$ cat src/inc/dqc_pkg.sv
// Shared constants and carrier types for the acquisition control block.
`default_nettype none
package dqc_pkg;
  // ***************************************************
  // Register word offsets (byte addresses).
  // ***************************************************
  localparam logic [5:0] OFS_COUNTER_ZERO = 6'h00;
  localparam logic [5:0] OFS_COUNTER_ONE = 6'h04;
  localparam logic [5:0] OFS_COUNTER_TWO = 6'h08;
  localparam logic [5:0] OFS_COUNTER_MODE_CONTROL = 6'h0c;
  localparam logic [5:0] OFS_CONVERSION_RESULT_OUT_CH1 = 6'h10;
  localparam logic [5:0] OFS_ANALOG_OUT_CH2 = 6'h14;
  localparam logic [5:0] OFS_CONVERSION_STATUS_CONTROL = 6'h18;
  localparam logic [5:0] OFS_DIGITAL_PORT = 6'h1c;
  localparam logic [5:0] OFS_CONVERSION_SOFT_TRIGGER = 6'h20;
  // ***************************************************
  // Control word fields.
  // ***************************************************
  localparam int CTL_BUSMASTER_BIT = 0;
  localparam int CTL_IRQ_BIT = 1;
  localparam int CTL_PACER_BIT = 2;
  localparam int CTL_SOURCE_BIT = 3;
  localparam int CTL_SCAN_BIT = 4;
  localparam int CTL_CHAN_LSB = 5;
  localparam int CTL_GAIN_LSB = 9;
  localparam int CTL_WIDTH = 13;
  localparam logic [12:0] CTL_RESET = 13'h0000;
  // ***************************************************
  // Status and data word fields.
  // ***************************************************
  localparam int STS_READY_BIT = 0;
  localparam int STS_OVERRUN_BIT = 1;
  localparam int RES_TAG_LSB = 0;
  localparam int RES_DATA_LSB = 4;
  localparam int CODE_W = 12;
  localparam int CHAN_W = 4;
  localparam int GAIN_W = 4;
  localparam int DIO_W = 16;
  localparam logic [11:0] DAC_RESET = 12'h000;
  // ***************************************************
  // Carrier types.
  // ***************************************************
  typedef struct packed {
    logic valid;
    logic write;
    logic [5:0] addr;
    logic [31:0] wdata;
  } dqc_req_t;
  typedef struct packed {
    logic valid;
    logic [31:0] rdata;
  } dqc_rsp_t;
  typedef struct packed {
    logic start;
    logic [3:0] chan;
    logic [3:0] gain;
  } dqc_adc_t;
  typedef struct packed {
    logic stb;
    logic write;
    logic [1:0] index;
    logic [31:0] wdata;
  } dqc_cnt_t;
endpackage
`default_nettype wire

$ cat src/rtl/dqc_trig_sel.sv
// Trigger source selection with external trigger pin synchroniser.
`default_nettype none
module dqc_trig_sel (
  input wire logic clk,
  input wire logic resetn,
  input wire logic ext_trig_pin,
  input wire logic pacer_tick,
  input wire logic soft_trig,
  input wire logic source_ext,
  input wire logic pacer_sel,
  output logic trig
);
  logic sync1_q;
  logic sync2_q;
  logic last_q;

  always_ff @(posedge clk or negedge resetn) begin
    if (!resetn) begin
      sync1_q <= 1'b0;
      sync2_q <= 1'b0;
      last_q <= 1'b0;
    end else begin
      sync1_q <= ext_trig_pin;
      sync2_q <= sync1_q;
      last_q <= sync2_q;
    end
  end

  // External source masks every internal source; pacer only counts when internal.
  always_comb begin
    if (source_ext) begin
      trig = sync2_q & ~last_q;
    end else if (pacer_sel) begin
      trig = pacer_tick;
    end else begin
      trig = soft_trig;
    end
  end
endmodule
`default_nettype wire

$ cat src/rtl/dqc_chan_scan.sv
// Input multiplexer channel stepper with downward auto-scan.
`default_nettype none
module dqc_chan_scan (
  input wire logic clk,
  input wire logic resetn,
  input wire logic load,
  input wire logic [dqc_pkg::CHAN_W-1:0] top_chan,
  input wire logic auto_scan,
  input wire logic advance,
  output logic [dqc_pkg::CHAN_W-1:0] cur_chan
);
  import dqc_pkg::*;
  logic [CHAN_W-1:0] chan_q;

  always_ff @(posedge clk or negedge resetn) begin
    if (!resetn) begin
      chan_q <= '0;
    end else if (load) begin
      chan_q <= top_chan;
    end else if (advance && auto_scan) begin
      chan_q <= (chan_q == '0) ? top_chan : chan_q - 1'b1;
    end else if (advance) begin
      chan_q <= top_chan;
    end
  end

  assign cur_chan = chan_q;
endmodule
`default_nettype wire

$ cat src/rtl/dqc_core.sv
// Register window and conversion control of the acquisition card.
`default_nettype none
module dqc_core (
  input wire logic clk,
  input wire logic resetn,
  input wire dqc_pkg::dqc_req_t req,
  output dqc_pkg::dqc_rsp_t rsp,
  output dqc_pkg::dqc_cnt_t cnt_acc,
  input wire logic [31:0] cnt_rdata,
  input wire logic pacer_tick,
  input wire logic ext_trig_pin,
  output dqc_pkg::dqc_adc_t adc_ctl,
  input wire logic adc_done,
  input wire logic [dqc_pkg::CODE_W-1:0] adc_data,
  output logic [dqc_pkg::CODE_W-1:0] dac_ch1,
  output logic [dqc_pkg::CODE_W-1:0] dac_ch2,
  input wire logic [dqc_pkg::DIO_W-1:0] din_pins,
  output logic [dqc_pkg::DIO_W-1:0] dout_pins,
  output logic irq_req,
  output logic dma_req,
  input wire logic dma_ack,
  output logic [3:0] gain_code
);
  import dqc_pkg::*;

  typedef enum logic {ST_IDLE, ST_CONV} dqc_state_t;

  // ***************************************************
  // Register access decode.
  // ***************************************************
  logic wr;
  logic rd;
  logic wr_result;
  logic wr_ch2;
  logic wr_ctl;
  logic wr_dio;
  logic wr_trig;
  logic rd_result;
  logic rd_status;
  logic hit_cnt;

  assign wr = req.valid & req.write;
  assign rd = req.valid & ~req.write;
  assign wr_result = wr && req.addr == OFS_CONVERSION_RESULT_OUT_CH1;
  assign wr_ch2 = wr && req.addr == OFS_ANALOG_OUT_CH2;
  assign wr_ctl = wr && req.addr == OFS_CONVERSION_STATUS_CONTROL;
  assign wr_dio = wr && req.addr == OFS_DIGITAL_PORT;
  assign wr_trig = wr && req.addr == OFS_CONVERSION_SOFT_TRIGGER;
  assign rd_result = rd && req.addr == OFS_CONVERSION_RESULT_OUT_CH1;
  assign rd_status = rd && req.addr == OFS_CONVERSION_STATUS_CONTROL;
  assign hit_cnt = req.addr[5:4] == 2'b00 && req.addr[1:0] == 2'b00;

  // Counter accesses, except reads of the mode control word, are passed straight to the counter/timer block.
  always_comb begin
    cnt_acc.stb = req.valid & hit_cnt & ~(~req.write & req.addr == OFS_COUNTER_MODE_CONTROL);
    cnt_acc.write = req.write;
    cnt_acc.index = req.addr[3:2];
    cnt_acc.wdata = req.wdata;
  end

  // ***************************************************
  // Control register.
  // ***************************************************
  logic [CTL_WIDTH-1:0] ctl_q;

  always_ff @(posedge clk or negedge resetn) begin
    if (!resetn) begin
      ctl_q <= CTL_RESET;
    end else if (wr_ctl) begin
      ctl_q <= req.wdata[CTL_WIDTH-1:0];
    end
  end

  logic busmaster_transfer_enable;
  logic irq_transfer_enable;
  logic pacer_or_soft_select;
  logic trigger_source_select;
  logic auto_scan;
  logic [CHAN_W-1:0] input_channel_select;

  assign busmaster_transfer_enable = ctl_q[CTL_BUSMASTER_BIT];
  assign irq_transfer_enable = ctl_q[CTL_IRQ_BIT];
  assign pacer_or_soft_select = ctl_q[CTL_PACER_BIT];
  assign trigger_source_select = ctl_q[CTL_SOURCE_BIT];
  assign auto_scan = ctl_q[CTL_SCAN_BIT];
  assign input_channel_select = ctl_q[CTL_CHAN_LSB +: CHAN_W];
  assign gain_code = ctl_q[CTL_GAIN_LSB +: GAIN_W];

  // ***************************************************
  // Analog outputs and digital port.
  // ***************************************************
  logic [CODE_W-1:0] dac1_q;
  logic [CODE_W-1:0] dac2_q;
  logic [DIO_W-1:0] dout_q;
  logic [DIO_W-1:0] din_s1_q;
  logic [DIO_W-1:0] din_s2_q;

  always_ff @(posedge clk or negedge resetn) begin
    if (!resetn) begin
      dac1_q <= DAC_RESET;
      dac2_q <= DAC_RESET;
    end else begin
      if (wr_result) begin
        dac1_q <= req.wdata[CODE_W-1:0];
      end
      if (wr_ch2) begin
        dac2_q <= req.wdata[CODE_W-1:0];
      end
    end
  end

  always_ff @(posedge clk or negedge resetn) begin
    if (!resetn) begin
      dout_q <= '0;
      din_s1_q <= '0;
      din_s2_q <= '0;
    end else begin
      din_s1_q <= din_pins;
      din_s2_q <= din_s1_q;
      if (wr_dio) begin
        dout_q <= req.wdata[DIO_W-1:0];
      end
    end
  end

  assign dac_ch1 = dac1_q;
  assign dac_ch2 = dac2_q;
  assign dout_pins = dout_q;

  // ***************************************************
  // Trigger and channel selection.
  // ***************************************************
  logic trig;
  logic [CHAN_W-1:0] cur_chan;
  dqc_state_t state_q;
  logic start;

  dqc_trig_sel u_trig (
    .clk(clk),
    .resetn(resetn),
    .ext_trig_pin(ext_trig_pin),
    .pacer_tick(pacer_tick),
    .soft_trig(wr_trig),
    .source_ext(trigger_source_select),
    .pacer_sel(pacer_or_soft_select),
    .trig(trig)
  );

  assign start = trig && state_q == ST_IDLE && !wr_ctl;

  // A control write loads its new channel at once; otherwise each start steps down in auto-scan, or returns to the programmed channel.
  logic [CHAN_W-1:0] scan_top;

  assign scan_top = wr_ctl ? req.wdata[CTL_CHAN_LSB +: CHAN_W] : input_channel_select;

  dqc_chan_scan u_scan (
    .clk(clk),
    .resetn(resetn),
    .load(wr_ctl),
    .top_chan(scan_top),
    .auto_scan(auto_scan),
    .advance(start),
    .cur_chan(cur_chan)
  );

  // ***************************************************
  // Conversion sequence.
  // ***************************************************
  logic ready_q;
  logic pending_q;
  logic overrun_q;
  logic [CHAN_W-1:0] tag_q;
  logic [CHAN_W-1:0] conv_tag_q;
  logic [CODE_W-1:0] result_q;
  logic complete;

  assign complete = state_q == ST_CONV && adc_done;

  always_ff @(posedge clk or negedge resetn) begin
    if (!resetn) begin
      state_q <= ST_IDLE;
    end else begin
      case (state_q)
        ST_IDLE: begin
          if (start) begin
            state_q <= ST_CONV;
          end
        end
        ST_CONV: begin
          if (adc_done) begin
            state_q <= ST_IDLE;
          end
        end
        default: begin
          state_q <= ST_IDLE;
        end
      endcase
    end
  end

  // The ready flag drops on start and returns on completion.
  always_ff @(posedge clk or negedge resetn) begin
    if (!resetn) begin
      ready_q <= 1'b0;
    end else if (start) begin
      ready_q <= 1'b0;
    end else if (complete) begin
      ready_q <= 1'b1;
    end
  end

  always_ff @(posedge clk or negedge resetn) begin
    if (!resetn) begin
      conv_tag_q <= '0;
      tag_q <= '0;
      result_q <= '0;
    end else begin
      if (start) begin
        conv_tag_q <= cur_chan;
      end
      if (complete) begin
        result_q <= adc_data;
        tag_q <= conv_tag_q;
      end
    end
  end

  // A new result sets pending; a completion wins over a same-cycle take.
  always_ff @(posedge clk or negedge resetn) begin
    if (!resetn) begin
      pending_q <= 1'b0;
    end else if (complete) begin
      pending_q <= 1'b1;
    end else if (rd_result || dma_ack) begin
      pending_q <= 1'b0;
    end
  end

  // Overrun is cleared by a status read unless a new overrun hits that cycle.
  always_ff @(posedge clk or negedge resetn) begin
    if (!resetn) begin
      overrun_q <= 1'b0;
    end else if (complete && pending_q && busmaster_transfer_enable && !(rd_result || dma_ack)) begin
      overrun_q <= 1'b1;
    end else if (rd_status) begin
      overrun_q <= 1'b0;
    end
  end

  assign dma_req = busmaster_transfer_enable & pending_q;
  assign irq_req = irq_transfer_enable & ~busmaster_transfer_enable & pending_q;

  always_comb begin
    adc_ctl.start = start;
    adc_ctl.chan = cur_chan;
    adc_ctl.gain = gain_code;
  end

  // ***************************************************
  // Read data path.
  // ***************************************************
  always_ff @(posedge clk or negedge resetn) begin
    if (!resetn) begin
      rsp.valid <= 1'b0;
      rsp.rdata <= '0;
    end else begin
      rsp.valid <= req.valid;
      rsp.rdata <= '0;
      if (rd) begin
        case (req.addr)
          OFS_COUNTER_ZERO, OFS_COUNTER_ONE, OFS_COUNTER_TWO: begin
            rsp.rdata <= cnt_rdata;
          end
          OFS_CONVERSION_RESULT_OUT_CH1: begin
            rsp.rdata <= {16'h0000, result_q, tag_q};
          end
          OFS_CONVERSION_STATUS_CONTROL: begin
            rsp.rdata <= {30'h00000000, overrun_q, ready_q};
          end
          OFS_DIGITAL_PORT: begin
            rsp.rdata <= {16'h0000, din_s2_q};
          end
          default: begin
            rsp.rdata <= '0;
          end
        endcase
      end
    end
  end

  // ***************************************************
  // Checks.
  // ***************************************************
  ready_drop_a: assert property (@(posedge clk) disable iff (!resetn)
    start |=> !ready_q) else $error("ready flag did not drop on start");

  ready_rise_a: assert property (@(posedge clk) disable iff (!resetn)
    complete |=> ready_q && state_q == ST_IDLE) else $error("ready flag did not return on completion");

  result_word_a: assert property (@(posedge clk) disable iff (!resetn)
    rd_result |=> rsp.rdata == {16'h0000, $past(result_q), $past(tag_q)}) else $error("data word wrong");

  dac_load_a: assert property (@(posedge clk) disable iff (!resetn)
    wr_ch2 |=> dac_ch2 == $past(req.wdata[11:0])) else $error("channel two output not loaded");

  mux_switch_a: assert property (@(posedge clk) disable iff (!resetn)
    wr_ctl |=> adc_ctl.chan == $past(req.wdata[8:5])) else $error("multiplexer did not switch");

  ext_mask_a: assert property (@(posedge clk) disable iff (!resetn)
    trigger_source_select && adc_ctl.start |-> $past(ext_trig_pin, 2) && !$past(ext_trig_pin, 3))
    else $error("internal trigger started conversion in external mode");

  soft_start_a: assert property (@(posedge clk) disable iff (!resetn)
    !trigger_source_select && !pacer_or_soft_select && wr_trig && state_q == ST_IDLE ##1 1'b1
    |-> state_q == ST_CONV) else $error("soft trigger did not start conversion");

  scan_wrap_a: assert property (@(posedge clk) disable iff (!resetn)
    start && auto_scan && cur_chan == 4'h0 && !wr_ctl |=> cur_chan == input_channel_select)
    else $error("auto-scan did not wrap");

  xfer_excl_a: assert property (@(posedge clk) disable iff (!resetn)
    !(irq_req && dma_req)) else $error("both transfer requests raised");

  overrun_set_a: assert property (@(posedge clk) disable iff (!resetn)
    complete && pending_q && busmaster_transfer_enable && !rd_result && !dma_ack |=> overrun_q)
    else $error("overrun not flagged");
endmodule
`default_nettype wire

$ cat config.mk
export PLATFORM = sky130hd
export DESIGN_NAME = dqc_core
export DESIGN_NICKNAME = d
export VERILOG_FILES = /design/src/inc/dqc_pkg.sv /design/src/rtl/dqc_trig_sel.sv /design/src/rtl/dqc_chan_scan.sv /design/src/rtl/dqc_core.sv
export SDC_FILE = /design/constraint.sdc
export NUM_CORES = 1
export LEC_CHECK = 0
export ABC_CLOCK_PERIOD_IN_PS = 1500
export BUFFER_PORTS_ARGS = -buffer_cell sky130_fd_sc_hd__buf_4
export CORE_ASPECT_RATIO = 2
export CORE_MARGIN = 3
export CORE_UTILIZATION = 44
export DETAILED_ROUTE_END_ITERATION = 12
export PLACE_DENSITY = 0.87
export SLEW_MARGIN = 10
export SYNTH_ARGS = -nofsm -noshare
export SYNTH_HDL_FRONTEND = slang
export SYNTH_SLANG_ARGS = --single-unit
$ cat constraint.sdc
create_clock -name clk -period 1.5 [get_ports clk]
set_input_delay 0 -clock clk [delete_from_list [all_inputs] [get_ports clk]]
set_output_delay 0 -clock clk [all_outputs]
set_load 0.05 [all_outputs]
==> metrics.txt, run 1 <==
fillcell total 848; die area 14830 µm²; pin count of the biggest net entering global routing 50; worst path cell trace a21oi_4 > o41ai_4 > a22oi_2 > buf_6 > inv_4 > buf_8; Max stage delay on crit path 0.45 ns; CP max FO 4; worst hold path cell count 0; status finished, violations left; asr flop ratio synth 1.000; #FFs+latches synth 149; clk root buf clkbuf_16; Crit-path slowest cell dfrtp_2; Req. time, crit path 1.50 ns; register-to-register setup slack -0.13 ns; Final Power 11.93 mW; commonest register cell after synthesis dfrtp_1; io pins 230; Clock Skew 0.01315 ns; xor/xnor share of the synthesized area 0.004480; cell area after synthesis 5864 µm²; Cell Count Post-Placement 760; Clock Latency Late Sink 0.41 ns; Total Routing Usage GR 0.2462; Initial DRC Count 275; Synth Instances 443; Hold Path Class in2out; Initial Utilization 0.4514; Worst setup EP type primary output; register area share after synthesis 0.6358; TritonRoute pass-1 iters 6; fmax 597.0 MHz; Final min period 1.675 ns; VDD IR-drop max 1.254 mV; CTS tree yes; reg2reg start ctl_q[2]; adder-cell share of the synthesized area 0.002134; DR vias 4676; final antenna-violating net count 0; first-pass GRT wire length 27.56 mm; Place WS -0.2420 ns; layout cells sized above 1 0.4966; Worst Hold Path EP cnt_acc[23]; CP Class reg2out; clk slew on worst S/H paths 0.07 ns; num rows 59; commonest cells in the netlist 149 x dfrtp_1, 60 x mux2_2, 45 x buf_4; Synth Area in Compound Gates 0.05995; Lkg Pwr 4.575 nW; Arrival @ worst endpoint 1.67 ns; Slew @ Worst Pin 0.4784 ns; CTS Buf Count 17; failing checks negative setup slack; synth top area cells dfrtp_1 64%, mux2_2 12%, buf_4 5.8%; Simple-Gate Fraction of Synth Area 0.09324; Hold Crit Start req[23]; post-DP HPWL 11.50 mm; top cell type's share of synthesized area 0.6358; end of the worst register-to-register path u_scan.cur_chan[3]; CP startpoint kind flip-flop; Syn Nets 550; Yosys warning total 0; Final Slew Violations 0; Hold Vio Cnt, Final 0; clk buf depth 2; EDFF count, synth 0; Via density 5.296; Core ar. 12990 µm²; Layout Cells excl Fill 883; max-capacitance violation count 0; Overflow after GRT 0; reg2reg path depth 8; most frequent cell after synthesis dfrtp_1; cell taking the most area after synthesis dfrtp_1; hold slack 0.00001398 ns; input/output buffers 197; chip height 169.3 µm; htree depth 4; Final GP Congestion 0.8552; main combinational cell family by area after synthesis multiplexers; Area Growth Syn to Fin 55.24%; Clock Sinks 149; final setup TNS -0.8197 ns; vias in the first global route 5302; nets 823; Die W 87.64 µm; initial antenna violation count 0; post-synthesis mux area share 0.1237; period utilization 1.117; worst setup margin -0.1750 ns; Total Wirelength 18.17 mm; Syn Area/Cell 13.24 µm²; wire length per cell 20.58 µm; Pwr Density 1310 nW/µm²; Netlist cell types 45; slew margin rel. 0.6811; Setup violations, final 10; drt drc 0; RSZ-0062 raised after global routing true
[metrics by stage]
stage,cell area (µm²),util
finish,9104,0.7007
global route,9099,0.7003
CTS,9045,0.6962
detailed placement,7516,0.5785
global placement,7516,0.5785
floorplan,5968,-
[critical path: cells and delay by family, from the launching register on]
kind | cells | cell delay [ns]
flip-flops | 1 | 0.45
buffers and inverters | 3 | 0.31
AO/OA/AOI/OAI | 3 | 0.50
[cell usage in the layout, fill, tap and decap left out, types with 3 or more instances in the layout]
master / synthesis / routed
clkbuf_16: 0 / 17
buf_4: 45 / 225
inv_6: 0 / 7
mux2i_1: 5 / 5
o211ai_1: 3 / 3
dfrtp_2: 0 / 5
buf_12: 0 / 6
mux2_4: 0 / 13
buf_6: 3 / 5
nor2_1: 18 / 18
a222oi_1: 14 / 14
and3_1: 17 / 16
mux2_2: 60 / 47
o21ai_1: 0 / 3
inv_8: 0 / 3
dlygate4sd3_1: 0 / 81
inv_1: 10 / 7
clkinvlp_4: 0 / 3
or3_1: 3 / 3
a22oi_1: 3 / 3
nand3_2: 1 / 3
nand2_1: 44 / 43
o21ai_0: 11 / 7
dfrtp_1: 149 / 144
[layer usage]
| layer | vias to the layer above | part of all wire | track usage | wire (µm) |
|---|---|---|---|---|
| met2 | 231 | 0.56 | 0.4363 | 10120 |
| li1 | 2048 | - | - | - |
| met5 | - | 0 | 0 | 0 |
| met4 | 0 | 0.050 | 0.1463 | 901 |
| met3 | 63 | 0.056 | 0.05394 | 1019 |
| met1 | 2334 | 0.34 | 0.2583 | 6131 |
[state kept, by name (all words and copies together) (netlist names)]
name	flops
tag_q	4
din_s1_q	16
din_s2_q	16
ctl_q	13
u_trig.sync2_q	1
rsp	33
dout_pins	16
conv_tag_q	4
pending_q	1
u_trig.last_q	1
overrun_q	1
dac_ch1	12
result_q	12
u_trig.sync1_q	1
ready_q	1
dac_ch2	12
state_q	1
u_scan.cur_chan	4
[worst max-delay path by stage]
stage,slack (ns),endpoint,from
detailed placement,-0.24,u_scan.cur_chan[3],req[33]
finish,-0.17,adc_ctl[8],ctl_q[2]
floorplan,-0.07,dout_pins[10],req[32]
CTS,-0.18,u_scan.cur_chan[0],ctl_q[2]
global placement,-0.12,dac_ch2[7],req[32]
global route,-0.23,adc_ctl[8],ctl_q[2]
[timing repair]
action,CTS,global route
hold endpoints to repair,270,0
pin swaps,6,3
endpoints found under the setup margin,10,10
hold buffers,81,0
resized for setup,20,12
cloned,0,1
setup buffers,5,2
[cell type report]
| cell class | instances | area, µm² | area share |
|---|---|---|---|
| antenna | 2 | 5.005 | 0.0005498 |
| clock buffer | 17 | 425.4 | 0.04673 |
| clock inverter | 15 | 177.7 | 0.01952 |
| inverter | 10 | 40.04 | 0.004398 |
| multi-input combinational | 220 | 1839 | 0.2020 |
| sequential | 149 | 3735 | 0.4103 |
| tap | 152 | 190.2 | 0.02089 |
| timing repair buffer | 318 | 2691 | 0.2956 |
[kinds of logic after synthesis]
logic type,after synthesis
adder cells (fa/ha/maj),1
XOR/XNOR,3
multiplexers,65
AND/OR/NAND/NOR,105
buffers and inverters,74
flip-flops,149
AO/OA/AOI/OAI,46
[power by group]
| part | internal (mW) | switching (mW) | total, mW |
|---|---|---|---|
| Clock | 2.52 | 1.82 | 4.34 |
| Combinational | 1.20 | 1.45 | 2.65 |
| Sequential | 4.53 | 0.403 | 4.94 |
No activity file was read; power rests on OpenSTA's default activity.
==> inputs of run 2 (changes only) <==
- RECOVER_POWER: default -> 50
==> metrics.txt, run 2 (synthesis gave the netlist of run 1 again) <==
CP startpoint kind flip-flop; input/output buffers 197; CTS tree yes; Req. time, crit path 1.50 ns; drt drc 0; Layout Cells excl Fill 883; most frequent cells in the layout 199 x buf_4, 144 x dfrtp_1, 81 x dlygate4sd3_1; sequential power share 0.414; wire length per cell 20.57 µm; Final min period 1.675 ns; sw power 3.674 mW; nets 823; Hold Vio Cnt, Final 0; Worst setup EP type primary output; failing checks negative setup slack; Die W 87.64 µm; fillcell total 862; period utilization 1.116; most flop-heavy register rsp; sw frac 0.3084; Initial Utilization 0.4514; status finished, violations left; max reg flops 33; commonest non-fill, non-tap cell in the layout buf_4; Gate power share 0.221; Via density 5.313; CP max FO 4; Total Wirelength 18.16 mm; final antenna-violating net count 0; Clock Sinks 149; num rows 59; Area Growth Syn to Fin 54.62%; Initial DRC Count 296; Hold Path Class in2out; met1 wire length 6.072 mm; Final Slew Violations 0; first-pass GRT wire length 27.56 mm; max-capacitance violation count 0; post-DP HPWL 11.50 mm; RSZ-0062 raised after global routing true; worst path cell trace a21oi_4 > a41oi_2 > a22oi_2 > buf_6 > inv_4 > buf_8; topmost layer with routed signal wires met4; Lkg Pwr 4.540 nW; VDD IR-drop max 1.249 mV; hold slack 0.00001398 ns; Slew @ Worst Pin 1.287 ns; Crit-path slowest cell dfrtp_2; clk root buf clkbuf_16; WL met2 10.08 mm; clk slew on worst S/H paths 0.07 ns; initial antenna violation count 0; Finished Core Util 0.6979; CP Class reg2out; Max stage delay on crit path 0.45 ns; die area 14830 µm²; Setup violations, final 10; CTS Buf Count 17; Cell Int Power 8.237 mW; fmax 597.1 MHz; io pins 230; slew margin rel. 0.1420; register-to-register setup slack -0.13 ns; CP delay by family, top compound AO/OA/AOI/OAI gates; TritonRoute pass-1 iters 5; layout cells sized above 1 0.4856; DR vias 4691; vias in the first global route 5302; htree depth 4; Overflow after GRT 0; clk buf depth 2; Crit path buffers/inverters 3; Clock Latency Late Sink 0.41 ns; Pwr Density 1314 nW/µm²; chip height 169.3 µm; Cell Count Post-Placement 760; worst setup margin -0.1747 ns; Total Routing Usage GR 0.2462; Clock Skew 0.01058 ns; Place WS -0.2420 ns; Core ar. 12990 µm²; Clock power frac 0.364; Arrival @ worst endpoint 1.67 ns; Final GP Congestion 0.8552; Routed met3 length 1.065 mm; pin count of the biggest net entering global routing 50
==> run 2: power by group through the flow <==
stage / combinational [mW] / sequential (mW) / clock, mW
after floorplan: 1.15 / 5.30 / 0
after global placement: 2.21 / 4.91 / 0
after detailed placement: 2.29 / 4.94 / 0
after CTS: 2.57 / 4.89 / 4.39
after global routing: 2.79 / 4.97 / 4.57
final: 2.64 / 4.94 / 4.34
==> run 2: through the flow <==
step / power (mW) / area [µm²] / setup TNS [ns]
global route: 12.32 / 9062 / -3.730
detailed placement: 7.237 / 7516 / -6.474
global placement: 7.115 / 7516 / -4.595
floorplan: 6.452 / 5968 / -0.7956
finish: 11.91 / 9067 / -0.7958
CTS: 11.85 / 9045 / -0.4640
==> run 2: what timing repair did <==
| action | CTS | global route |
|---|---|---|
| setup endpoints to repair | 10 | 10 |
| hold buffers | 81 | 0 |
| buffers inserted | 5 | 2 |
| gates cloned | 0 | 1 |
| hold endpoints to repair | 270 | 0 |
| resized for setup | 20 | 12 |
| pin swaps | 6 | 3 |
==> run 2: path summary, 6_finish.rpt <==
path / start / endpoint / cells past startpoint
setup / recovery: ctl_q[2] / adc_ctl[8] / 6
hold / removal: req[23] / cnt_acc[23] / 0
setup reg to reg: ctl_q[2] / u_scan.cur_chan[3] / 8
hold reg to reg: din_s1_q[15] / din_s2_q[15] / 0
max in group asynchronous: resetn / dout_pins[15] / 3
min in group asynchronous: resetn / ready_q / 2
==> run 2: final cells by class <==
class / count / area, µm² / area share
sequential: 149 / 3735 / 0.4119
tap: 152 / 190.2 / 0.02097
clock buffer: 17 / 425.4 / 0.04692
multi-input combinational: 220 / 1839 / 0.2028
clock inverter: 15 / 177.7 / 0.01959
timing repair buffer: 318 / 2655 / 0.2928
inverter: 10 / 40.04 / 0.004416
antenna: 2 / 5.005 / 0.0005520
==> run 2: per-layer routing <==
| metal | global-route usage | vias up |
|---|---|---|
| met3 | 0.05394 | 67 |
| li1 | - | 2053 |
| met4 | 0.1463 | 0 |
| met5 | 0 | - |
| met1 | 0.2583 | 2340 |
| met2 | 0.4363 | 231 |
